$ cat src/rotc_regs.svh
`ifndef ROTC_REGS_SVH
`define ROTC_REGS_SVH

// ----------------------------------------------------------------------
// Register map
// ----------------------------------------------------------------------
`define ROTC_CTRL_ADDR        8'hD7
`define ROTC_STATE_ADDR       8'hE9
`define ROTC_CTRL_RESET       8'h0E

// ----------------------------------------------------------------------
// Control field positions
// ----------------------------------------------------------------------
`define ROTC_CTRL_XDIV_ON     7
`define ROTC_CTRL_XDIV_SEL    6
`define ROTC_CTRL_TRIM_MON    5
`define ROTC_CTRL_TRIM_HI     4
`define ROTC_CTRL_TRIM_LO     0

// ----------------------------------------------------------------------
// State field positions
// ----------------------------------------------------------------------
`define ROTC_STATE_RING_MON   7
`define ROTC_STATE_XTAL_MON   6
`define ROTC_STATE_XTAL_RUN   5

// ----------------------------------------------------------------------
// Divider ratios and clock figures
// ----------------------------------------------------------------------
`define ROTC_RING_DIV         256
`define ROTC_XTAL_MON_DIV     512
`define ROTC_RING_MHZ_X10     96
`define ROTC_CPU_MHZ_X10      24
`define ROTC_CPU_DIV          (`ROTC_RING_MHZ_X10 / `ROTC_CPU_MHZ_X10)

`endif

$ cat src/rotc_pkg.sv
package rotc_pkg;
    typedef logic [4:0] rotc_trim_t;
    typedef enum logic [0:0] {
        ROTC_XSEL_DIV2,
        ROTC_XSEL_DIV32
    } rotc_xsel_e;
endpackage : rotc_pkg

$ cat src/rotc_divider.sv
`timescale 1ns/1ps
`include "rotc_regs.svh"

// Free counter whose top bit toggles at clk/RATIO; holds when disabled.
// A clear restarts it from zero and wins over a count in the same cycle.
module rotc_divider #(
    parameter int RATIO = 2
) (
    // Clock and reset
    input  wire logic clk_i,
    input  wire logic reset_n_i,
    // Control
    input  wire logic enable_i,
    input  wire logic clear_i,
    // Output
    output logic      div_o
);
    localparam int W = (RATIO > 2) ? $clog2(RATIO) : 1;

    logic [W-1:0] cnt_q;
    logic [W-1:0] cnt_d;

    always_comb begin
        cnt_d = cnt_q;
        if (enable_i) begin
            cnt_d = cnt_q + {{(W-1){1'b0}}, 1'b1};
        end
        if (clear_i) begin
            cnt_d = '0;
        end
    end

    always_ff @(posedge clk_i or negedge reset_n_i) begin
        if (!reset_n_i) begin
            cnt_q <= '0;
        end else begin
            cnt_q <= cnt_d;
        end
    end

    assign div_o = cnt_q[W-1];
endmodule : rotc_divider

$ cat src/rotc_trim_control.sv
`timescale 1ns/1ps
`include "rotc_regs.svh"

// Functional notes
// Processor clock is ring clock divided to 2.4 MHz
// Five-bit trim code tunes ring around 9.6 MHz
// Divider enable gates 1/32 and 1/16 chain
// Select bit picks crystal /2 or /32
// Software sets /32 select only with enable
// Monitor enable exposes ring output divided by 256
// State bit 7 is ring /256, reset zero
// State bit 6 is crystal /512, reset zero
// Firmware calibrates trim against the crystal
// Crystal running flag reads oscillation state
// Monitor disabled freezes ring /256 counter
module rotc_trim_control (
    // Clocks and reset
    input  wire logic             clk_i,
    input  wire logic             reset_n_i,
    input  wire logic             ring_clk_i,
    input  wire logic             xtal_clk_i,
    input  wire logic             xtal_running_i,
    input  wire logic             timer_reset_i,
    // Special function register port
    input  wire logic [7:0]       sfr_addr_i,
    input  wire logic             sfr_wr_i,
    input  wire logic             sfr_rd_i,
    input  wire logic [7:0]       sfr_wdata_i,
    output logic      [7:0]       sfr_rdata_o,
    // Oscillator controls
    output rotc_pkg::rotc_trim_t  ring_trim_code_o,
    output logic                  crystal_divider_on_o,
    output logic                  crystal_divide_choice_o,
    output logic                  trim_monitor_on_o,
    output logic                  cpu_clk_en_o,
    output logic                  xtal_clk_sel_o
);
    // ------------------------------------------------------------------
    // Input synchronisers
    // ------------------------------------------------------------------
    // Oscillator clocks are sampled as levels; the edge detectors below
    // look at the second and third stages.
    logic [2:0] ring_s_q, ring_s_d;
    logic [2:0] xtal_s_q, xtal_s_d;
    logic [1:0] run_s_q, run_s_d;

    always_comb begin
        ring_s_d = {ring_s_q[1:0], ring_clk_i};
        xtal_s_d = {xtal_s_q[1:0], xtal_clk_i};
        run_s_d  = {run_s_q[0], xtal_running_i};
    end

    always_ff @(posedge clk_i or negedge reset_n_i) begin
        if (!reset_n_i) begin
            ring_s_q <= 3'h0;
            xtal_s_q <= 3'h0;
            run_s_q  <= 2'h0;
        end else begin
            ring_s_q <= ring_s_d;
            xtal_s_q <= xtal_s_d;
            run_s_q  <= run_s_d;
        end
    end

    logic ring_rise;
    logic xtal_rise;
    logic xtal_run;
    assign ring_rise = ring_s_q[1] & ~ring_s_q[2];
    assign xtal_rise = xtal_s_q[1] & ~xtal_s_q[2];
    // Running flag is a slow level, so two stages and no edge logic
    assign xtal_run  = run_s_q[1];

    // ------------------------------------------------------------------
    // Control register
    // ------------------------------------------------------------------
    logic [7:0] ctrl_q, ctrl_d;

    // Address match shared by the write and read decoders
    function automatic logic hit(input logic [7:0] a, input logic [7:0] r);
        hit = (a == r);
    endfunction : hit

    always_comb begin
        ctrl_d = ctrl_q;
        if (sfr_wr_i && hit(sfr_addr_i, `ROTC_CTRL_ADDR)) begin
            ctrl_d = sfr_wdata_i;
        end
        // Timer reset clears the three mode bits, keeps the trim code
        if (timer_reset_i) begin
            ctrl_d[`ROTC_CTRL_XDIV_ON]  = 1'b0;
            ctrl_d[`ROTC_CTRL_XDIV_SEL] = 1'b0;
            ctrl_d[`ROTC_CTRL_TRIM_MON] = 1'b0;
        end
        // Divide-by-32 choice is only meaningful with the chain on
        // Refused rather than stored, so a read shows what the chain sees
        if (!ctrl_d[`ROTC_CTRL_XDIV_ON]) begin
            ctrl_d[`ROTC_CTRL_XDIV_SEL] = 1'b0;
        end
    end

    always_ff @(posedge clk_i or negedge reset_n_i) begin
        if (!reset_n_i) begin
            ctrl_q <= `ROTC_CTRL_RESET;
        end else begin
            ctrl_q <= ctrl_d;
        end
    end

    logic xdiv_on;
    logic mon_on;
    assign xdiv_on = ctrl_q[`ROTC_CTRL_XDIV_ON];
    assign mon_on  = ctrl_q[`ROTC_CTRL_TRIM_MON];

    // ------------------------------------------------------------------
    // Ring monitor: /256 counter on clk_i, stepped by ring rising edges
    // ------------------------------------------------------------------
    logic ring_mon;
    logic ring_mon_clr;
    // Timer reset restarts the counter as well, so bit 7 reads 0
    assign ring_mon_clr = timer_reset_i;

    rotc_divider #(
        .RATIO (`ROTC_RING_DIV)
    ) u_ring_div (
        .clk_i     (clk_i),
        .reset_n_i (reset_n_i),
        .enable_i  (mon_on & ring_rise),
        .clear_i   (ring_mon_clr),
        .div_o     (ring_mon)
    );

    // ------------------------------------------------------------------
    // Crystal /512 monitor, processor clock enable, crystal select
    // ------------------------------------------------------------------
    logic [8:0] xcnt_q, xcnt_d;
    logic [1:0] cdiv_q, cdiv_d;
    logic       cpu_en_q, cpu_en_d;
    logic       ring_bit_q, ring_bit_d;
    logic       xsel_q, xsel_d;

    always_comb begin
        xcnt_d     = xcnt_q;
        cdiv_d     = cdiv_q;
        cpu_en_d   = 1'b0;
        ring_bit_d = ring_mon;
        // Chain runs only when enabled
        if (xdiv_on && xtal_rise) begin
            xcnt_d = xcnt_q + 9'h001;
        end
        // Processor clock is an enable pulse, not a second clock: one
        // domain, at the cost of a duty cycle of one system clock
        if (ring_rise) begin
            cdiv_d = cdiv_q + 2'h1;
            cpu_en_d = (cdiv_q == 2'(`ROTC_CPU_DIV - 1));
        end
        // Timer reset restarts both monitors from zero
        if (ring_mon_clr) begin
            xcnt_d     = 9'h000;
            ring_bit_d = 1'b0;
        end
        xsel_d = (xdiv_on & ctrl_q[`ROTC_CTRL_XDIV_SEL])
               ? 1'(rotc_pkg::ROTC_XSEL_DIV32)
               : 1'(rotc_pkg::ROTC_XSEL_DIV2);
    end

    always_ff @(posedge clk_i or negedge reset_n_i) begin
        if (!reset_n_i) begin
            xcnt_q     <= 9'h000;
            cdiv_q     <= 2'h0;
            cpu_en_q   <= 1'b0;
            ring_bit_q <= 1'b0;
            xsel_q     <= 1'b0;
        end else begin
            xcnt_q     <= xcnt_d;
            cdiv_q     <= cdiv_d;
            cpu_en_q   <= cpu_en_d;
            ring_bit_q <= ring_bit_d;
            xsel_q     <= xsel_d;
        end
    end

    // ------------------------------------------------------------------
    // Read path
    // ------------------------------------------------------------------
    // Read data stands one cycle, then falls back to zero
    logic [7:0] rdata_q, rdata_d;
    logic [7:0] state_v;

    always_comb begin
        state_v = 8'h00;
        state_v[`ROTC_STATE_RING_MON] = ring_bit_q;
        state_v[`ROTC_STATE_XTAL_MON] = xcnt_q[8];
        state_v[`ROTC_STATE_XTAL_RUN] = xtal_run;
        rdata_d = 8'h00;
        if (sfr_rd_i && hit(sfr_addr_i, `ROTC_CTRL_ADDR)) begin
            rdata_d = ctrl_q;
        end else if (sfr_rd_i && hit(sfr_addr_i, `ROTC_STATE_ADDR)) begin
            rdata_d = state_v;
        end
    end

    always_ff @(posedge clk_i or negedge reset_n_i) begin
        if (!reset_n_i) begin
            rdata_q <= 8'h00;
        end else begin
            rdata_q <= rdata_d;
        end
    end

    // ------------------------------------------------------------------
    // Outputs
    // ------------------------------------------------------------------
    // Trim code goes straight to the analog resistor ladder
    assign ring_trim_code_o        =
        ctrl_q[`ROTC_CTRL_TRIM_HI:`ROTC_CTRL_TRIM_LO];
    assign crystal_divider_on_o    = ctrl_q[`ROTC_CTRL_XDIV_ON];
    assign crystal_divide_choice_o = ctrl_q[`ROTC_CTRL_XDIV_SEL];
    assign trim_monitor_on_o       = ctrl_q[`ROTC_CTRL_TRIM_MON];
    assign cpu_clk_en_o            = cpu_en_q;
    assign xtal_clk_sel_o          = xsel_q;
    assign sfr_rdata_o             = rdata_q;
endmodule : rotc_trim_control

$ cat config.mk
export PLATFORM = sky130hd
export DESIGN_NAME = rotc_trim_control
export DESIGN_NICKNAME = d
export VERILOG_FILES = /design/src/rotc_pkg.sv /design/src/rotc_divider.sv /design/src/rotc_trim_control.sv
export VERILOG_INCLUDE_DIRS = /design/src
export SDC_FILE = /design/constraint.sdc
export NUM_CORES = 1
export LEC_CHECK = 0
export BUFFER_PORTS_ARGS = -buffer_cell sky130_fd_sc_hd__clkbuf_2
export CORE_MARGIN = 2
export CORE_UTILIZATION = 45
export CTS_BUF_LIST = sky130_fd_sc_hd__clkbuf_16
export CTS_CLUSTER_SIZE = 8
export DETAILED_ROUTE_END_ITERATION = 6
export PLACE_DENSITY_LB_ADDON = 0.12
export SETUP_SLACK_MARGIN = 0.15
export SYNTH_ARGS = -nofsm -noshare
export SYNTH_HDL_FRONTEND = slang
export SYNTH_SLANG_ARGS = --single-unit
export TNS_END_PERCENT = 1
$ cat constraint.sdc
create_clock -name clk_i -period 1.7 [get_ports clk_i]
set_input_delay 0.17 -clock clk_i [delete_from_list [all_inputs] [get_ports clk_i]]
set_output_delay 0.17 -clock clk_i [all_outputs]
set_load 0.02 [all_outputs]
Word-level counts from Yosys, hierarchy flattened
Cells that the tools add are included.

Add/subtract/negate cells: 3. Equal/unequal tests: 4. Mux-type cells: 12. Bitwise logic cells: 6. Reductions and logical operators: 7.

Operators with widths (count): 8-bit two-way mux (5); 9-bit two-way mux (2); 8-bit == test, second input constant (2); 9-bit by 1-bit adder with 9-bit output, second input constant (1); 8-bit by 1-bit adder with 8-bit output, second input constant (1); 2-bit nonzero test (3); 1-bit bitwise AND (4); 1-bit logical AND (4); 1-bit two-way mux (4); 3-bit two-way mux (1); 3-bit by 2-bit inequality test with 1-bit output, second input constant (1); 2-bit by 1-bit adder with 2-bit output, second input constant (1); 2-bit == test, second input constant (1); 1-bit NOT (2).

Register bits after elaboration: 46. Input port bits: 24. Output and inout port bits: 18. Logic and storage cells: 46.

Longest topological paths before layout
Depth after elaboration: 5. Mapped depth: 4. Depth with buffers taken out: 4.

By module
From an unflattened synthesis, not the netlist that was laid out.

Cell total of the unflattened synthesis: 155. Area total of the unflattened synthesis: 1896.8 µm².

Modules (own cells, without submodules): rotc_trim_control (times used 1, cells an instance 118, area an instance 1500.2 µm², sequential area each 954.7 µm²); rotc_divider (times used 1, cells an instance 37, area an instance 396.6 µm², sequential area each 200.2 µm²).

Least setup slack after synthesis
No wires, ideal clock.

Kind: reg-to-reg. Start: register ctrl_q[5]. End: register u_ring_div.cnt_q[7]. Setup time: 0.125 ns. Arrival: 1.373 ns. Data required time: 1.575 ns. Slack: 0.202 ns. Cell stages (with the launch flop): 5. Path buffers: 1. Clock period less this slack: 1.498 ns. Cell sequence: dfrtp_1 nand3b_1 buf_4 nor4_1 mux2_2.

Word-level cells in the longest chain between the ends: 2.

RTL lines: start: declaration (RTL line rotc_trim_control.sv:76) `logic [7:0] ctrl_q, ctrl_d;`; start signal: assignment (RTL line rotc_trim_control.sv:103) `` ctrl_q <= `ROTC_CTRL_RESET; ``; start signal: assignment (RTL line rotc_trim_control.sv:105) `ctrl_q <= ctrl_d;`; 1-bit bitwise AND (RTL line rotc_trim_control.sv:127) `.enable_i (mon_on & ring_rise),`; 2-bit nonzero test (no source line); end signal: assignment (RTL line rotc_divider.sv:37) `cnt_q <= cnt_d;`; end: declaration (RTL line rotc_divider.sv:20) `logic [W-1:0] cnt_q;`.

No other way between the ends. A chain may end at the register's enable or synchronous reset.

Worst setup path in the final report
Start: register xcnt_q[0]. End: register xcnt_q[8].

Word-level cells in the longest chain between the ends: 3.

RTL lines: start: declaration (RTL line rotc_trim_control.sv:135) `logic [8:0] xcnt_q, xcnt_d;`; start signal: assignment (RTL line rotc_trim_control.sv:174) `xcnt_q <= xcnt_d;`; 9-bit by 1-bit adder with 9-bit output (RTL line rotc_trim_control.sv:148) `xcnt_d = xcnt_q + 9'h001;`; 9-bit two-way mux (RTL line rotc_trim_control.sv:147) `if (xdiv_on && xtal_rise) begin`; 9-bit two-way mux (RTL line rotc_trim_control.sv:157) `if (ring_mon_clr) begin`.

No other way between the ends. The select of a mux whose other input is x is not followed.

==> flow_metrics.tcl <==
set metrics [dict create \
    status "finished, final reports clean" \
    grt_first_pass_wirelength_um 6003 \
    grt_max_degree 47 \
    routed_wl_um 3657 \
    cts.sinks 46 \
    drt_iter0_markers 65 \
    rows 23 \
    layout_commonest_cell "dfrtp_1" \
    finalHoldViolCount 0 \
    place.gp.congestion 0.7709 \
    syn_inst 157 \
    worstMarginPinSlew_ns 0.5611 \
    async_flop_share_pct 100.0 \
    synth_cell_types 37 \
    slew_violations 0 \
    layout_common_cells "dfrtp_1, clkbuf_2, a21oi_1" \
    cts_tree "built" \
    reg2reg_slack_ns 0.21 \
    final_area_um2 2409 \
    fin_skew_ns 0.003474 \
    placed_cell_area_um2 2186 \
    p_per_area_nw_per_um2 917.7 \
    io_pins 42 \
    num_antenna_cells 0 \
    ant_nets 0 \
    netlist_area_um2 1911 \
    drive_above_1_share_pct 33.18 \
    synth.avg_cell_area_um2 12.17 \
    clk_path_buf_depth 2 \
    synth_seq_area_share_pct 60.45 \
    antenna_found_initial 0 \
    via_per_inst 5.227 \
    core_um2 4058 \
    cp_top_family "simple AND/OR/NAND/NOR gates" \
    relSlewSlack_pct 62.59 \
    routedWlPerCell_um 13.85 \
    htreeDepth 2 \
    grt_setup_unrepaired "yes" \
    die_h_um 69.16 \
    crit_required_ns 1.90 \
    crit_arrival_ns 1.69 \
    grtUsageTotal_pct 15.82 \
    port-buffer-count 41 \
    ir_worst_vdd_mv 0.5868 \
    synth_ff_type "dfrtp_1" \
    synth_edf_count 0 \
    crit_fanout 7 \
    place_ws_ns 0.1265 \
    max_stage_delay_ns 0.50 \
    fin_crit_ns 1.493 \
    cts_buffers 5 \
    finalSetupViolCount 0 \
    syn_nets 184 \
    fmax_mhz 669.7 \
    first_pass_iters 4 \
    nets 240 \
    worstSetupPathType "reg2reg" \
    final_core_util_pct 59.36 \
    tns_ns 0 \
    start_util_pct 47.09 \
    start_kind "register" \
    fin_ws_ns 0.2069 \
    worstSkewPairLatency_ns 0.28 \
    gr-total-overflow 0 \
    drc 0 \
    clk_pin_slew_ns 0.06 \
    cp_num_buf_inv 0 \
    end_kind "register" \
    total_leakage_power_uw 0.001172 \
    crit_chain "ha_1, nand4b_4, or4_1, a21oi_1" \
    finalCritPeriodShare_pct 87.83 \
    yosys_warnings 0 \
    root_buffer "clkbuf_16" \
    hp-class "in2reg" \
    areaGrowthSynthToFinish_pct 26.06 \
    place_hpwl_um 2438 \
    ys_ff_latch 46 \
    grt_pass1_vias 1355 \
    cpMaxStageDelayCell "or4_1" \
    maxCapViolations 0 \
    fp.dieArea_um2 4783 \
    die-width_um 69.16 \
    vias 1380 \
]
[power breakdown]
| group | leakage [µW] | switching, µW | total [µW] | internal [µW] |
|---|---|---|---|---|
| logic | 0.000491 | 79.1 | 156 | 76.9 |
| registers | 0.000608 | 25.9 | 1170 | 1140 |
| clock network | 0.0000724 | 357 | 887 | 530 |
| total | 0.00117 | 461 | 2210 | 1750 |
[Yosys cell counts (5+ instances only)]
| cell type | count | share of area [%] |
|---|---|---|
| o31ai_1 | 5 | 2.0 |
| mux2i_1 | 5 | 2.6 |
| or4_1 | 5 | 2.0 |
| and2_1 | 5 | 1.6 |
| mux2_2 | 8 | 4.7 |
| nand3_1 | 10 | 2.6 |
| dfrtp_1 | 43 | 56 |
| a21oi_1 | 12 | 3.1 |
| nor2_1 | 9 | 1.8 |
| nand2_1 | 5 | 0.98 |
[sequential cells by signal, summed over array words and instances, names as in the netlist]
signal,flops
cpu_clk_en_o,1
xcnt_q,9
ring_s_q,3
ctrl_q,8
sfr_rdata_o,8
xtal_clk_sel_o,1
run_s_q,2
cdiv_q,2
u_ring_div.cnt_q,8
ring_bit_q,1
xtal_s_q,3
[per-layer routing]
metal	wire length, µm	share of wire (%)	track usage [%]	vias to the layer above
met2	1836	50	25.85	40
met3	229	6.3	7.018	2
li1	-	-	-	672
met4	8	0.22	4.139	0
met5	0	0	0	-
met1	1583	43	19.10	666
[logic make-up (layout without fill, tap and decap cells)]
kind of cell	Yosys count	in the layout	share of synthesized area (%)
compound gates	21	21	6.156
xor+xnor	5	5	2.292
fa+ha+maj	3	3	1.965
buf+inv	7	63	1.768
flops	46	46	60.45
mux	13	13	7.335
simple gates	62	63	20.04
[worst paths after layout]
| kind | to | cells past startpoint | from |
|---|---|---|---|
| min in group asynchronous | sfr_rdata_o[2] | 3 | reset_n_i |
| min reg2reg | ring_s_q[1] | 0 | ring_s_q[0] |
| max in group asynchronous | xtal_s_q[1] | 3 | reset_n_i |
| min | ctrl_q[3] | 2 | sfr_wdata_i[3] |
| max reg2reg | xcnt_q[8] | 4 | xcnt_q[0] |
| max | xcnt_q[8] | 4 | xcnt_q[0] |
[metrics by stage]
step           std cells  power, µW  hold WS, ns
2_1_floorplan        157       1259      -0.1256
5_1_grt              264       2337       0.1241
3_3_place_gp         248       1326       0.2762
4_1_cts              260       2248       0.1273
6_report             264       2210       0.1294
3_5_place_dp         248       1340       0.2827
[what timing repair did]
item	in CTS	in global routing
setup endpoints to repair	1	5
endpoints found under the hold margin	46	0
resized for setup	1	1
setup buffers	0	3
gates cloned	0	1
hold buffers	4	0
[cell type report]
type,count,area [µm²]
multi-input cells,105,744.5
inverters,3,11.26
repair buffers,52,297.8
clock buffers,5,125.1
flip-flops and latches,46,1155
well taps,50,62.56
fillers,347,1649
clock inverters,3,12.51
Note: power is estimated with default switching activity, not from simulation.
